`src/common/pefs_pkg.sv`:
```
// Package: constants, types and register map for the port E function select block
package pefs_pkg;

  // ****************************************************************
  // Register map
  // ****************************************************************
  localparam logic [11:0] HIGH_SEL_OFS  = 12'h000;
  localparam logic [11:0] LOW_SEL_OFS   = 12'h004;
  localparam logic [11:0] DIR_OFS       = 12'h008;
  localparam logic [15:0] SEL_RESET     = 16'h0000;
  localparam logic [15:0] HIGH_WR_MASK  = 16'hFD55;
  localparam logic [15:0] LOW_WR_MASK   = 16'h5400;
  localparam logic [15:0] DIR_WR_MASK   = 16'hFFFF;

  // Field positions in the high register
  localparam int P15_POS = 14;
  localparam int P14_POS = 12;
  localparam int P13_POS = 10;
  localparam int P12_POS = 8;
  localparam int P11_POS = 6;
  localparam int P10_POS = 4;
  localparam int P9_POS  = 2;
  localparam int P8_POS  = 0;
  // Field positions in the low register
  localparam int P7_POS  = 14;
  localparam int P6_POS  = 12;
  localparam int P5_POS  = 10;

  // ****************************************************************
  // Types
  // ****************************************************************
  // Pin function, one code per pin
  typedef enum logic [2:0] {
    PEFS_GPIO     = 3'h0,
    PEFS_TIMER    = 3'h1,
    PEFS_DMA_ACK  = 3'h2,
    PEFS_IRQ_OUT  = 3'h3,
    PEFS_AH_OUT   = 3'h4,
    PEFS_MANUAL_RESET_IN_IN  = 3'h5,
    PEFS_RESERVED = 3'h6
  } pefs_func_t;

  typedef struct packed {
    logic [15:0] high_sel;
    logic [15:0] low_sel;
    logic [15:0] dir;
  } pefs_regs_t;

  typedef struct packed {
    logic [15:0] gpio_sel;    // Pin owned by port logic
    logic [15:0] timer_sel;   // Pin owned by timer
    logic [15:0] drive_en;    // Pin drives when set
    logic        dma_ack1_sel;
    logic        dma_ack0_sel;
    logic        irq_out_sel;
    logic        ah_sel;
    logic        manual_reset_in_sel;
    logic [15:0] reserved_sel;
  } pefs_route_t;

endpackage : pefs_pkg

```
`src/hdl/pefs_decode.sv`:
```
// Pin function decoder with single-chip overrides
`timescale 1ns/1ps
module pefs_decode (
  // Register contents
  input  wire logic [15:0]                high_sel,
  input  wire logic [15:0]                low_sel,
  // Operating mode
  input  wire logic                       single_chip,
  // Decoded functions
  output pefs_pkg::pefs_func_t            func [16]
);

  // Pin 13 in entry 0, pin 15 in entry 2
  pefs_pkg::pefs_func_t two_bit_func [3];
  // Pin 5 in bit 0, pin 12 in bit 7
  logic [7:0]           one_bit_sel;

  // Two-bit fields, mode overrides applied without a register stage
  always_comb begin
    unique case (high_sel[pefs_pkg::P15_POS +: 2])
      2'h0: two_bit_func[2] = pefs_pkg::PEFS_GPIO;
      2'h1: two_bit_func[2] = pefs_pkg::PEFS_TIMER;
      2'h2: two_bit_func[2] = single_chip ? pefs_pkg::PEFS_GPIO : pefs_pkg::PEFS_DMA_ACK;
      2'h3: two_bit_func[2] = single_chip ? pefs_pkg::PEFS_RESERVED : pefs_pkg::PEFS_IRQ_OUT;
    endcase
    unique case (high_sel[pefs_pkg::P14_POS +: 2])
      2'h0: two_bit_func[1] = pefs_pkg::PEFS_GPIO;
      2'h1: two_bit_func[1] = pefs_pkg::PEFS_TIMER;
      2'h2: two_bit_func[1] = single_chip ? pefs_pkg::PEFS_GPIO : pefs_pkg::PEFS_DMA_ACK;
      2'h3: two_bit_func[1] = single_chip ? pefs_pkg::PEFS_GPIO : pefs_pkg::PEFS_AH_OUT;
    endcase
    unique case (high_sel[pefs_pkg::P13_POS +: 2])
      2'h0: two_bit_func[0] = pefs_pkg::PEFS_GPIO;
      2'h1: two_bit_func[0] = pefs_pkg::PEFS_TIMER;
      2'h2: two_bit_func[0] = pefs_pkg::PEFS_MANUAL_RESET_IN_IN;
      2'h3: two_bit_func[0] = pefs_pkg::PEFS_RESERVED;
    endcase
  end

  // Single-bit fields gathered in pin order so one loop serves them all
  assign one_bit_sel = {high_sel[pefs_pkg::P12_POS], high_sel[pefs_pkg::P11_POS],
                        high_sel[pefs_pkg::P10_POS], high_sel[pefs_pkg::P9_POS],
                        high_sel[pefs_pkg::P8_POS],  low_sel[pefs_pkg::P7_POS],
                        low_sel[pefs_pkg::P6_POS],   low_sel[pefs_pkg::P5_POS]};

  // One driver per pin; a single process type keeps each array entry single-sourced
  genvar i;
  generate
    for (i = 0; i < 16; i++) begin : g_pin
      if (i >= 13) begin : g_two
        assign func[i] = two_bit_func[i - 13];
      end else if (i >= 5) begin : g_one
        assign func[i] = one_bit_sel[i - 5] ? pefs_pkg::PEFS_TIMER : pefs_pkg::PEFS_GPIO;
      end else begin : g_port
        // Pins 4..0 encodings are not covered; they stay port pins
        assign func[i] = pefs_pkg::PEFS_GPIO;
      end
    end
  endgenerate

endmodule : pefs_decode

```
`src/hdl/pefs_route.sv`:
```
// Per-pin routing vectors and direction control
`timescale 1ns/1ps
module pefs_route (
  // Decoded functions and direction
  input  pefs_pkg::pefs_func_t            func [16],
  input  wire logic [15:0]                dir,
  // Routing
  output pefs_pkg::pefs_route_t           route
);

  // One entry per pin
  genvar i;
  generate
    for (i = 0; i < 16; i++) begin : g_pin
      assign route.gpio_sel[i]     = (func[i] == pefs_pkg::PEFS_GPIO);
      assign route.timer_sel[i]    = (func[i] == pefs_pkg::PEFS_TIMER);
      assign route.reserved_sel[i] = (func[i] == pefs_pkg::PEFS_RESERVED);
      // Direction bit only counts for port or timer ownership
      assign route.drive_en[i] = ((func[i] == pefs_pkg::PEFS_GPIO) || (func[i] == pefs_pkg::PEFS_TIMER))
                                 ? dir[i]
                                 : ((func[i] == pefs_pkg::PEFS_DMA_ACK) || (func[i] == pefs_pkg::PEFS_IRQ_OUT)
                                    || (func[i] == pefs_pkg::PEFS_AH_OUT));
    end
  endgenerate

  // Peripheral-specific selects
  assign route.dma_ack1_sel = (func[15] == pefs_pkg::PEFS_DMA_ACK);
  assign route.irq_out_sel  = (func[15] == pefs_pkg::PEFS_IRQ_OUT);
  assign route.dma_ack0_sel = (func[14] == pefs_pkg::PEFS_DMA_ACK);
  assign route.ah_sel       = (func[14] == pefs_pkg::PEFS_AH_OUT);
  assign route.manual_reset_in_sel     = (func[13] == pefs_pkg::PEFS_MANUAL_RESET_IN_IN);

endmodule : pefs_route

```
`src/hdl/pefs_top.sv`:
```
// Port E function select: APB registers, decoder and routing
`timescale 1ns/1ps
module pefs_top (
  // Clock and power-on reset
  input  wire logic                 clk,
  input  wire logic                 rstn,
  // APB slave
  input  wire logic                 psel,
  input  wire logic                 penable,
  input  wire logic                 pwrite,
  input  wire logic [11:0]          paddr,
  input  wire logic [31:0]          pwdata,
  input  wire logic [3:0]           pstrb,
  output logic                      pready,
  output logic      [31:0]          prdata,
  output logic                      pslverr,
  // Operating mode from the chip
  input  wire logic                 single_chip,
  // Pin routing
  output pefs_pkg::pefs_route_t     route
);

  // ****************************************************************
  // State
  // ****************************************************************
  typedef struct packed {
    pefs_pkg::pefs_regs_t regs;
    logic [31:0]          rdata;
    logic                 err;
  } pefs_state_t;

  pefs_state_t          st_r;
  pefs_state_t          st_nxt;
  pefs_pkg::pefs_func_t func [16];
  logic                 access;
  logic                 hit_high;
  logic                 hit_low;
  logic                 hit_dir;
  logic [15:0]          wmask;

  // Single-cycle access phase, no wait states
  assign access   = psel && penable;
  assign hit_high = (paddr == pefs_pkg::HIGH_SEL_OFS);
  assign hit_low  = (paddr == pefs_pkg::LOW_SEL_OFS);
  assign hit_dir  = (paddr == pefs_pkg::DIR_OFS);
  assign pready   = 1'b1;
  assign wmask    = {{8{pstrb[1]}}, {8{pstrb[0]}}};

  // Next state: masked writes drop reserved bits
  always_comb begin
    st_nxt = st_r;
    if (psel && !penable) begin
      st_nxt.err   = !(hit_high || hit_low || hit_dir);
      st_nxt.rdata = 32'h0000_0000;
      if (!pwrite) begin
        if (hit_high) st_nxt.rdata = {16'h0000, st_r.regs.high_sel};
        if (hit_low)  st_nxt.rdata = {16'h0000, st_r.regs.low_sel};
        if (hit_dir)  st_nxt.rdata = {16'h0000, st_r.regs.dir};
      end
    end
    if (access && pwrite) begin
      if (hit_high) begin
        st_nxt.regs.high_sel = (st_r.regs.high_sel & ~(wmask & pefs_pkg::HIGH_WR_MASK))
                             | (pwdata[15:0] & wmask & pefs_pkg::HIGH_WR_MASK);
      end
      if (hit_low) begin
        st_nxt.regs.low_sel = (st_r.regs.low_sel & ~(wmask & pefs_pkg::LOW_WR_MASK))
                            | (pwdata[15:0] & wmask & pefs_pkg::LOW_WR_MASK);
      end
      if (hit_dir) begin
        st_nxt.regs.dir = (st_r.regs.dir & ~wmask) | (pwdata[15:0] & wmask);
      end
    end
  end

  // Only the power-on reset reaches these flops; other resets never arrive here
  always_ff @(posedge clk or negedge rstn) begin
    if (!rstn) begin
      st_r <= '0;
    end else begin
      st_r <= st_nxt;
    end
  end

  assign prdata  = st_r.rdata;
  assign pslverr = access && st_r.err;

  // ****************************************************************
  // Decode and route
  // ****************************************************************
  pefs_decode u_decode (
    .high_sel    (st_r.regs.high_sel),
    .low_sel     (st_r.regs.low_sel),
    .single_chip (single_chip),
    .func        (func)
  );

  pefs_route u_route (
    .func  (func),
    .dir   (st_r.regs.dir),
    .route (route)
  );

  // ****************************************************************
  // Assertions
  // ****************************************************************
  property p_pin15_sc;
    @(posedge clk) disable iff (!rstn)
      (single_chip && st_r.regs.high_sel[15:14] == 2'h2) |-> route.gpio_sel[15];
  endproperty
  a_pin15_sc: assert property (p_pin15_sc) else $error("pin15 not gpio in single chip");

  property p_pin15_irq;
    @(posedge clk) disable iff (!rstn)
      (!single_chip && st_r.regs.high_sel[15:14] == 2'h3) |-> route.irq_out_sel && route.drive_en[15];
  endproperty
  a_pin15_irq: assert property (p_pin15_irq) else $error("pin15 irq route wrong");

  property p_pin14_sc;
    @(posedge clk) disable iff (!rstn)
      single_chip |-> !route.ah_sel && !route.dma_ack0_sel;
  endproperty
  a_pin14_sc: assert property (p_pin14_sc) else $error("pin14 peripheral in single chip");

  property p_pin14_dack;
    @(posedge clk) disable iff (!rstn)
      (!single_chip && st_r.regs.high_sel[13:12] == 2'h2) |-> route.dma_ack0_sel && route.drive_en[14];
  endproperty
  a_pin14_dack: assert property (p_pin14_dack) else $error("pin14 dma ack route wrong");

  property p_pin15_dack;
    @(posedge clk) disable iff (!rstn)
      (!single_chip && st_r.regs.high_sel[15:14] == 2'h2) |-> route.dma_ack1_sel && route.drive_en[15];
  endproperty
  a_pin15_dack: assert property (p_pin15_dack) else $error("pin15 dma ack route wrong");

  property p_pin13_manual_reset_in;
    @(posedge clk) disable iff (!rstn)
      route.manual_reset_in_sel |-> (st_r.regs.high_sel[11:10] == 2'h2) && !route.drive_en[13];
  endproperty
  a_pin13_manual_reset_in: assert property (p_pin13_manual_reset_in) else $error("pin13 manual_reset_in route wrong");

  property p_rsvd_high;
    @(posedge clk) disable iff (!rstn)
      (st_r.regs.high_sel & ~pefs_pkg::HIGH_WR_MASK) == 16'h0000;
  endproperty
  a_rsvd_high: assert property (p_rsvd_high) else $error("high reserved bit set");

  property p_rsvd_low;
    @(posedge clk) disable iff (!rstn)
      (st_r.regs.low_sel & ~pefs_pkg::LOW_WR_MASK) == 16'h0000;
  endproperty
  a_rsvd_low: assert property (p_rsvd_low) else $error("low reserved bit set");

  property p_timer_bits;
    @(posedge clk) disable iff (!rstn)
      route.timer_sel[12:5] == {st_r.regs.high_sel[8], st_r.regs.high_sel[6], st_r.regs.high_sel[4],
                                st_r.regs.high_sel[2], st_r.regs.high_sel[0], st_r.regs.low_sel[14],
                                st_r.regs.low_sel[12], st_r.regs.low_sel[10]};
  endproperty
  a_timer_bits: assert property (p_timer_bits) else $error("timer select mismatch");

  property p_dir;
    @(posedge clk) disable iff (!rstn)
      (route.gpio_sel[9] || route.timer_sel[9]) |-> route.drive_en[9] == st_r.regs.dir[9];
  endproperty
  a_dir: assert property (p_dir) else $error("direction not applied");

  property p_write_next;
    @(posedge clk) disable iff (!rstn)
      (access && pwrite && hit_low && pstrb[1]) |=> st_r.regs.low_sel[14] == $past(pwdata[14]);
  endproperty
  a_write_next: assert property (p_write_next) else $error("write not taken");

  property p_reset_gpio;
    @(posedge clk) $rose(rstn) |-> route.gpio_sel == 16'hFFFF;
  endproperty
  a_reset_gpio: assert property (p_reset_gpio) else $error("pins not gpio after reset");

  c_irq:  cover property (@(posedge clk) disable iff (!rstn) route.irq_out_sel);
  c_ah:   cover property (@(posedge clk) disable iff (!rstn) route.ah_sel);
  c_manual_reset_in: cover property (@(posedge clk) disable iff (!rstn) route.manual_reset_in_sel);
  c_rsvd: cover property (@(posedge clk) disable iff (!rstn) route.reserved_sel[15]);
  c_dack: cover property (@(posedge clk) disable iff (!rstn) route.dma_ack1_sel);

endmodule : pefs_top

```
`config.mk`:
```
export PLATFORM = sky130hd
export DESIGN_NAME = pefs_top
export DESIGN_NICKNAME = d
export VERILOG_FILES = /design/src/common/pefs_pkg.sv /design/src/hdl/pefs_decode.sv /design/src/hdl/pefs_route.sv /design/src/hdl/pefs_top.sv
export SDC_FILE = /design/constraint.sdc
export NUM_CORES = 1
export LEC_CHECK = 0
export ABC_AREA = 1
export BUFFER_PORTS_ARGS = -buffer_cell sky130_fd_sc_hd__buf_2
export CAP_MARGIN = 20
export CORE_MARGIN = 4
export CORE_UTILIZATION = 49
export CTS_BUF_LIST = sky130_fd_sc_hd__clkbuf_8 sky130_fd_sc_hd__clkbuf_16
export DETAILED_ROUTE_END_ITERATION = 12
export PLACE_DENSITY = 0.95
export SLEW_MARGIN = 40
export SYNTH_ARGS = -nofsm -noshare
export SYNTH_HDL_FRONTEND = slang
export SYNTH_SLANG_ARGS = --single-unit
export TNS_END_PERCENT = 30
```
`constraint.sdc`:
```
create_clock -name clk -period 1.6 [get_ports clk]
set_input_delay 0.32 -clock clk [delete_from_list [all_inputs] [get_ports clk]]
set_output_delay 0.32 -clock clk [all_outputs]
set_load 0.05 [all_outputs]
```
# Word-level counts from Yosys, hierarchy flattened
# Index checks and enable logic that the tools add are counted.
# word_totals
ff_bits,81
out_inout_bits,103
elab_cells,170
# classes
eq_ne,67
bitwise_logic,10
n_reduce_logical,59
muxes,29
# ops
cell,n
$mux 32,3
$and 16x16->16,4
$eq 1x3->1 const B,16
$pmux 3 s4,3
$logic_or 1x1->1,35
$logic_not 3->1,11
$eq 1x2->1 const B,16
$not 16->16,2
$or 16x16->16,2
$eq 3x3->1 const B,7
$mux 1,19
$eq 3x2->1 const B,6
$mux 16,1
$not 15->16,1
$or 16x15->16,1
$eq 12x3->1 const B,1
$eq 12x4->1 const B,1
$eq 2x2->1 const B,6
$logic_not 12->1,1
$eq 3x1->1 const B,3
$eq 1x1->1 const B,8
$eq 2x1->1 const B,3
$logic_not 2->1,3
$mux 3,2
4 further kinds,10

# Depth between registers and ports, before layout
# Gate-level depths: netlist of run 1.
# depth
depth_word,6
depth_mapped,10
depth_no_buf,8

# By module
# Synthesis of run 1 repeated with hierarchy kept, for this count alone.
# hier_totals
hier_cells,544
area_unflattened_um2,3662.3
# modules_own_cells
mod,area_each_um2,instances,cells_each
pefs_top,2542.4,1,306
pefs_route,720.7,1,179
pefs_decode,399.1,1,59

# Least setup slack after synthesis of run 1
# OpenSTA, ideal clock, no wires.
# synth_timing
path_kind,reg-to-output
from,reg with a tool-made name
to,out route[67] (netlist name)
path_stages_with_launch,4
arrival_time_ps,1544
setup_slack_ps,-264
cell_sequence,dfrtp_1 -> inv_1 -> nor2_1 -> nor2_1
# synth_lines
element,line_no,text
to (decl),pefs_top.sv:20,output pefs_pkg::pefs_route_t route

==> flow_metrics.py, run 1 <==
metrics = {
    "logic_synthesis": {
        "yosys_warnings": 0,
        "syn_inst": 374,
        "yosysSeqAreaShare": 0.401,
        "yosys.area.top_type": "dfrtp_1",
        "synth_top_area_share": 0.401,
        "synth_area_sq_um": 2940,
        "ys_ff_latch": 47,
        "avgSynthCellArea_sq_um": 7.85,
        "ys_top_cells_by_area": "dfrtp_1 40%, buf_4 20%, nand2_1 11%",
        "yosysUniqueCellTypes": 26,
    },
    "worst_setup_path": {
        "critPathMaxStageDelay_ns": 0.36,
        "r2r_slack_ns": 0.74,
        "path_buf_inv": 2,
        "critical_path.cell_chain": "buf_4 -> nand2_1 -> nor2_1 -> buf_2",
        "crit_path_top_delay_cell": "dfrtp_1",
        "rr_endpoint": "prdata[10]",
        "arrival_ns": 1.23,
        "crit_fanout": 3,
        "rr_worst_depth": 6,
        "cp-start-kind": "flop",
        "cp.required_ns": 1.28,
        "cp-end-kind": "output pin",
        "path_delay_family": "buffers and inverters",
        "path_class": "flop to output pin",
    },
    "finish": {
        "nets": 494,
        "syn_to_final_growth_pct": 10.3,
        "multiInputGateArea_sq_um": 1070,
        "drive_gt1_frac": 0.320,
        "register_area_sq_um": 1180,
        "antenna_cells": 0,
        "fill_cells": 543,
        "layout_common_cells": "90 x buf_2, 84 x nand2_1, 48 x inv_1",
        "final_common_cell": "buf_2",
    },
    "hold_path": {
        "worstHoldPathType": "primary input to asynchronous set/reset pin",
    },
    "pwr": {
        "ir_worst_vdd_v": 0.000508,
        "power.density_nw_per_um2": 687,
        "p_leak_nw": 1.90,
        "total_power_mw": 2.22,
    },
    "die": {
        "die_area_sq_um": 7300,
        "die_w_um": 85.4,
        "pin_count": 157,
        "row_count": 27,
        "dieHeight_um": 85.4,
        "core_area_sq_um": 5640,
        "start_util": 0.521,
    },
    "cts": {
        "clock_latency_ns": 0.29,
        "cts.sinks": 47,
        "cts_buffers": 5,
        "cts_buffer_depth": 2,
        "cts-root-buf": "clkbuf_8",
        "path_clk_slew_ns": 0.08,
        "htree_num_levels": 2,
        "cts_tree": "built",
    },
    "sta": {
        "hold_viol_final": 0,
        "clock_skew_ns": 0.00283,
        "fmax_mhz": 644,
        "period_share": 0.970,
        "setup_viol": 0,
        "holdWs_ns": 0.00427,
        "maxSlewViolCount": 0,
        "timing.final.crit_period_ns": 1.55,
    },
    "routing": {
        "wire_per_inst_um": 13.1,
        "viasPerCell": 4.58,
        "drtIter0Drc": 115,
        "drt_first_pass_iters": 4,
        "ant_nets": 0,
        "vias": 2347,
        "wirelength_um": 6710,
        "drc_errors": 0,
    },
    "placed_design": {
        "port-buffer-count": 97,
        "gp_congestion": 0.817,
        "dp_hpwl_um": 5080,
    },
    "global_routing": {
        "use_met2": 0.302,
        "gr-usage-met3": 0.0398,
        "top_usage_layer": "met2",
        "antenna_found_initial": 0,
        "grt_usage": 0.177,
        "grtUsageMet1": 0.225,
        "grt_pass1_wl_um": 10400,
        "grt_pass1_vias": 2234,
        "grt_max_degree": 48,
        "grt_remaining_overflow": 0,
    },
    "run_status": {
        "status": "complete, no violations",
    },
    "flow_run": {
        "max_cap_viol_count": 0,
    },
}
through the flow:
step	area, sq um	utilization	setup TNS [ns]	setup WS, ns	std cells
after floorplan	3090	-	0	0.00307	413
after global placement	3100	0.549	0	0.123	503
after detailed placement	3100	0.549	0	0.0660	503
after CTS	3190	0.566	-0.0144	-0.00782	511
after global routing	3240	0.574	-0.0467	-0.0292	513
final	3240	0.574	0	0.0479	513
cell type report:
class / count / area share
Clock inverter: 3 / 0.00386
Tap cell: 72 / 0.0278
Timing Repair Buffer: 107 / 0.194
Inverter: 50 / 0.0580
Clock buffer: 5 / 0.0213
Sequential cell: 47 / 0.364
Multi-Input combinational cell: 229 / 0.332
cell families (layout without fill, tap and decap cells):
logic type | after synthesis | count (layout) | share of synthesized area
AOI/OAI and AO/OA | 44 | 44 | 0.0861
buffers and inverters | 137 | 165 | 0.289
DFF | 47 | 47 | 0.401
other | 2 | 41 | 0.00256
and+or+nand+nor | 144 | 144 | 0.222
worst max-delay path by stage:
stage	end	cells past startpoint
after floorplan	route[67]	3
after global placement	flop	9
after detailed placement	flop	7
after CTS	route[17]	5
after global routing	route[15]	4
final	route[15]	4
where the power goes:
group	switching [mW]	total [mW]	internal, mW	leakage (nW)
clock network	0.374	0.669	0.295	0.0505
logic	0.306	0.362	0.0568	1.20
registers	0.00207	1.19	1.19	0.647
total	0.682	2.22	1.54	1.90
cell usage after synthesis:
cell type and instances:
a21oi_1 1, and2_1 1, and2_4 1, and3_1 1
buf_12 1, buf_2 3, buf_4 80, buf_6 2
clkbuf_1 1, clkinv_1 1, conb_1 2, dfrtp_1 47
inv_1 48, inv_2 1, nand2_1 84, nand2_2 2
nand2_4 3, nand3_1 22, nand3_4 2, nor2_1 25
nor2_2 1, nor2_4 2, o21ai_0 23, o21ai_1 11
o21ai_2 8, o31ai_1 1
routing by layer:
| metal | part of all wire | routed length, um | up-vias |
|---|---|---|---|
| met1 | 0.40 | 2650 | 1083 |
| met2 | 0.50 | 3360 | 100 |
| met3 | 0.085 | 573 | 12 |
| met4 | 0.018 | 123 | 0 |
| met5 | 0 | 0 | - |
| li1 | - | - | 1152 |
timing repair:
| item | CTS | global route |
|---|---|---|
| buffers inserted | 0 | 2 |
| gates resized for setup | 5 | 15 |
| endpoints found under the hold margin | 0 | 0 |
| pin swaps | 0 | 2 |
| endpoints found under the setup margin | 4 | 8 |
| hold buffers | 0 | 0 |
No activity file was read; power rests on OpenSTA's default activity.
==> run 2, diff against run 1 <==
--- a/config.mk
+++ b/config.mk
@@ -9,8 +9,8 @@
 export BUFFER_PORTS_ARGS = -buffer_cell sky130_fd_sc_hd__buf_2
 export CAP_MARGIN = 20
 export CORE_MARGIN = 4
-export CORE_UTILIZATION = 49
-export CTS_BUF_LIST = sky130_fd_sc_hd__clkbuf_8 sky130_fd_sc_hd__clkbuf_16
+export CORE_UTILIZATION = 50
+export CTS_BUF_LIST = sky130_fd_sc_hd__clkbuf_8
 export DETAILED_ROUTE_END_ITERATION = 12
 export PLACE_DENSITY = 0.95
 export SLEW_MARGIN = 40
==> run 2 against run 1 <==
Against the previous run:
- the flow now finishes with violations (setup timing)
- hold slack improved by 0.26 ns
- critical path depth decreased by 1
- sequential share of layout area is 0.47 points lower
- core utilization up 1.2 points
- final area rose by 1.4%
- power grew 10%
- die area down 1.8%
- clock power grew 34%
- combinational power up 1%
- cell count increased by 0.39%
- via count up 0.55%
- largest power group unchanged
==> flow_metrics.py, run 2 (same netlist as run 1, synthesis figures left out) <==
metrics = {
    "die": {
        "core_area_sq_um": 5610,
        "dieHeight_um": 84.6,
        "pin_count": 157,
        "die_area_sq_um": 7160,
        "row_count": 27,
        "start_util": 0.524,
        "die_w_um": 84.6,
    },
    "routing": {
        "wirelength_um": 6580,
        "vias": 2360,
        "drt_first_pass_iters": 4,
        "drc_errors": 0,
        "ant_nets": 0,
        "drtIter0Drc": 176,
        "viasPerCell": 4.58,
        "wire_per_inst_um": 12.8,
    },
    "global_routing": {
        "antenna_found_initial": 0,
        "grt_usage": 0.176,
        "gr-usage-met3": 0.0383,
        "top_usage_layer": "met2",
        "use_met2": 0.304,
        "grtUsageMet1": 0.220,
        "grt_remaining_overflow": 0,
        "grt_pass1_wl_um": 10200,
        "grt_max_degree": 48,
        "grt_pass1_vias": 2211,
    },
    "finish": {
        "final_common_cell": "buf_2",
        "final_cells": 515,
        "layout_common_cells": "88 x buf_2, 84 x nand2_1, 47 x inv_1",
        "syn_to_final_growth_pct": 11.8,
        "fill_cells": 534,
        "nets": 496,
        "antenna_cells": 0,
        "drive_gt1_frac": 0.325,
    },
    "flow_run": {
        "max_cap_viol_count": 0,
    },
    "worst_setup_path": {
        "crit_fanout": 6,
        "arrival_ns": 1.28,
        "cp-start-kind": "flop",
        "cp.required_ns": 1.28,
        "path_class": "flop to output pin",
        "cp-end-kind": "output pin",
    },
    "sta": {
        "fmax_mhz": 624,
        "maxSlewViolCount": 0,
        "hold_viol_final": 0,
        "setup_ws_ns": -0.00147,
        "setup_viol": 1,
        "holdWs_ns": 0.269,
        "rsz0062_at_grt": "yes",
        "timing.final.crit_period_ns": 1.60,
        "clock_skew_ns": 0.00410,
        "setup_tns_ns": -0.00147,
        "period_share": 1.00,
    },
    "cts": {
        "htree_num_levels": 2,
        "cts_buffer_depth": 2,
        "path_clk_slew_ns": 0.09,
        "cts-root-buf": "clkbuf_8",
        "cts_tree": "built",
        "cts.sinks": 47,
        "cts_buffers": 5,
        "clock_latency_ns": 0.30,
    },
    "placed_design": {
        "dp.cells": 506,
        "port-buffer-count": 97,
        "dp_hpwl_um": 5040,
        "gp_congestion": 0.813,
    },
    "pwr": {
        "ir_worst_vdd_v": 0.000460,
        "power.density_nw_per_um2": 748,
        "internal-power_mw": 1.76,
        "pwr-share-clk": 0.365,
        "power_frac_comb": 0.149,
        "p_seq_frac": 0.485,
        "total_power_mw": 2.46,
        "p_sw_frac": 0.284,
        "p_leak_nw": 1.91,
        "switchingPower_mw": 0.698,
    },
    "hold_path": {
        "worstHoldPathType": "primary input to flop",
    },
    "run_status": {
        "status": "finished with violations",
        "violations": "setup timing",
    },
}
run 2: cell count changes in the layout (fill, tap and decap cells not counted), sizes merged:
cell and delta:
clkbuf +4, buf -2, inv -2, bufinv +1
dlygate4sd3 +1
run 2: path summary, 6_finish.rpt:
check,slack [ns],end,cells past startpoint,startpoint
setup / recovery,-0.001,route[18],3,flop
max in group asynchronous,0.85,asynchronous set/reset pin,3,rstn
setup reg to reg,0.73,prdata[10],6,flop
hold / removal,0.27,flop,3,pwdata[1]
hold reg to reg,0.48,prdata[0],2,prdata[0]
min in group asynchronous,0.53,asynchronous set/reset pin,3,rstn
run 2: final cells by class:
| class | count | area, sq um | area share |
|---|---|---|---|
| clock buffer | 6 | 82.6 | 0.0251 |
| clock inverter | 2 | 35.0 | 0.0107 |
| inverter | 50 | 188 | 0.0571 |
| multi-input combinational | 229 | 1070 | 0.326 |
| sequential | 47 | 1180 | 0.359 |
| tap | 72 | 90.1 | 0.0274 |
| timing repair buffer | 109 | 641 | 0.195 |
run 2: critical path: stages (launching register included):
cell,delay (ns)
dfrtp_2,0.44
nand2_1,0.11
nor2_1,0.14
buf_2,0.30
run 2: through the flow:
stage | utilization | setup slack (ns) | area [sq um]
after floorplan | - | 0.00307 | 3090
after global placement | 0.554 | 0.117 | 3110
after detailed placement | 0.554 | 0.0945 | 3110
after CTS | 0.580 | -0.00274 | 3250
after global routing | 0.586 | -0.0406 | 3280
final | 0.586 | -0.00147 | 3280
run 2: power by group through the flow:
stage          sequential (mW)  combinational, mW  clock, mW
6_report                  1.19              0.367      0.897
3_5_place_dp              1.22              0.362          0
2_1_floorplan             1.22              0.346          0
3_3_place_gp              1.22              0.357          0
4_1_cts                   1.19              0.365      0.918
5_1_grt                   1.19              0.392      0.971
run 2: metal layers:
metal,up-vias,share of wire
li1,1154,-
met1,1083,0.39
met2,112,0.51
met3,11,0.083
met4,0,0.020
met5,-,0
run 2: repair_timing:
item / CTS / global route
endpoints found under the hold margin: 9 / 0
setup buffers: 0 / 0
hold buffers: 1 / 0
setup endpoints to repair: 4 / 10
resized for setup: 6 / 15
==> run 3, diff against run 2 <==
--- a/config.mk
+++ b/config.mk
@@ -17,4 +17,4 @@
 export SYNTH_ARGS = -nofsm -noshare
 export SYNTH_HDL_FRONTEND = slang
 export SYNTH_SLANG_ARGS = --single-unit
-export TNS_END_PERCENT = 30
+export TNS_END_PERCENT = 5
==> run 3 against run 2 <==
Against the previous run:
- the flow now finishes without violations
- critical endpoint unchanged
- largest cell class unchanged
- register-to-register slack about the same
- combinational power about the same
- non-clock buffer count unchanged
- global-route usage unchanged
- count of clock-buffer cells in the layout unchanged
- clock power about the same
- sequential share of layout area unchanged
==> flow_metrics.py, run 3 (same netlist as run 1, synthesis figures left out) <==
metrics = {
    "run_status": {
        "status": "complete, no violations",
    },
    "sta": {
        "fmax_mhz": 629,
        "timing.final.crit_period_ns": 1.59,
        "hold_viol_final": 0,
        "period_share": 0.993,
        "clock_skew_ns": 0.00399,
        "setup_viol": 0,
        "maxSlewViolCount": 0,
    },
    "cts": {
        "cts_buffers": 5,
        "cts_tree": "built",
        "clock_latency_ns": 0.30,
        "htree_num_levels": 2,
        "path_clk_slew_ns": 0.09,
        "cts-root-buf": "clkbuf_8",
        "cts_buffer_depth": 2,
        "cts.sinks": 47,
        "cts_setup_buffers": 0,
    },
    "worst_setup_path": {
        "r2r_slack_ns": 0.73,
        "path_class": "flop to output pin",
        "cp-start-kind": "flop",
        "rr_endpoint": "prdata[10]",
        "cp-end-kind": "output pin",
        "rr_worst_depth": 6,
        "crit_fanout": 6,
        "arrival_ns": 1.27,
        "cp.required_ns": 1.28,
    },
    "die": {
        "dieHeight_um": 84.6,
        "pin_count": 157,
        "row_count": 27,
        "die_area_sq_um": 7160,
        "core_area_sq_um": 5610,
        "start_util": 0.524,
        "die_w_um": 84.6,
    },
    "placed_design": {
        "dp.cells": 506,
        "port-buffer-count": 97,
        "gp_congestion": 0.813,
        "dp_hpwl_um": 5040,
    },
    "routing": {
        "wirelength_um": 6580,
        "ant_nets": 0,
        "viasPerCell": 4.58,
        "drc_errors": 0,
        "vias": 2361,
        "drtIter0Drc": 176,
        "wire_per_inst_um": 12.8,
        "drt_first_pass_iters": 4,
    },
    "global_routing": {
        "grt_pass1_wl_um": 10200,
        "antenna_found_initial": 0,
        "grt_pass1_vias": 2211,
        "grt_remaining_overflow": 0,
        "grt_usage": 0.176,
        "grt_max_degree": 48,
    },
    "pwr": {
        "internal-power_mw": 1.76,
        "p_sw_frac": 0.284,
        "ir_worst_vdd_v": 0.000461,
        "switchingPower_mw": 0.697,
        "p_seq_frac": 0.486,
        "p_leak_nw": 1.91,
        "power_frac_comb": 0.149,
        "pwr-share-clk": 0.365,
        "total_power_mw": 2.45,
        "power.density_nw_per_um2": 747,
    },
    "finish": {
        "nets": 496,
        "final_core_util": 0.586,
        "final_common_cell": "buf_2",
        "syn_to_final_growth_pct": 11.8,
        "layout_common_cells": "88 x buf_2, 84 x nand2_1, 47 x inv_1",
        "antenna_cells": 0,
        "drive_gt1_frac": 0.325,
        "final_cells": 515,
    },
    "flow_run": {
        "max_cap_viol_count": 0,
    },
    "hold_path": {
        "worstHoldPathType": "primary input to flop",
        "holdPathStages": 3,
        "hold_start": "pwdata[1]",
    },
}
run 3: repair_timing:
item	in CTS	in global routing
resized for setup	6	16
hold buffers	1	0
hold endpoints to repair	9	0
setup endpoints to repair	4	10
run 3: power by group through the flow:
stage          clock [mW]  sequential, mW  combinational [mW]
2_1_floorplan           0            1.22               0.346
3_5_place_dp            0            1.22               0.362
3_3_place_gp            0            1.22               0.357
6_report            0.896            1.19               0.367
5_1_grt             0.971            1.19               0.392
4_1_cts             0.918            1.19               0.365
run 3: metrics by stage:
stage	TNS [ns]	cell area (sq um)	hold WS, ns	worst slack [ns]
floorplan	0	3090	0.0244	0.00307
global placement	0	3110	0.317	0.117
detailed placement	0	3110	0.324	0.0945
CTS	-0.00274	3250	0.259	-0.00274
global route	-0.107	3280	0.262	-0.0406
finish	0	3280	0.269	0.0109
run 3: per-layer routing:
layer / vias to the layer above / wire (um) / global-route usage
met5: - / 0 / 0
met4: 0 / 134 / 0.0532
met3: 11 / 534 / 0.0383
met2: 101 / 3330 / 0.304
met1: 1095 / 2590 / 0.220
li1: 1154 / - / -
run 3: worst max-delay path by stage:
stage	startpoint	slack [ns]	depth (start not counted)	end
after floorplan	flop	0.003	3	route[67]
final	flop	0.01	3	route[18]
after detailed placement	paddr[11]	0.09	8	flop
after global placement	paddr[11]	0.12	8	flop
after global routing	flop	-0.04	3	route[18]
after CTS	flop	-0.003	5	route[19]
run 3: critical path: stages (launching register included):
cell and delay, ns:
dfrtp_2 0.44, nand2_1 0.11, nor2_1 0.13, buf_2 0.30
run 3: layout make-up:
| class | count | area [sq um] |
|---|---|---|
| sequential | 47 | 1180 |
| multi-input combinational | 229 | 1070 |
| clock buffer | 6 | 82.6 |
| inverter | 50 | 188 |
| timing repair buffer | 109 | 641 |
| fill | 534 | 2320 |
| tap | 72 | 90.1 |
| clock inverter | 2 | 35.0 |
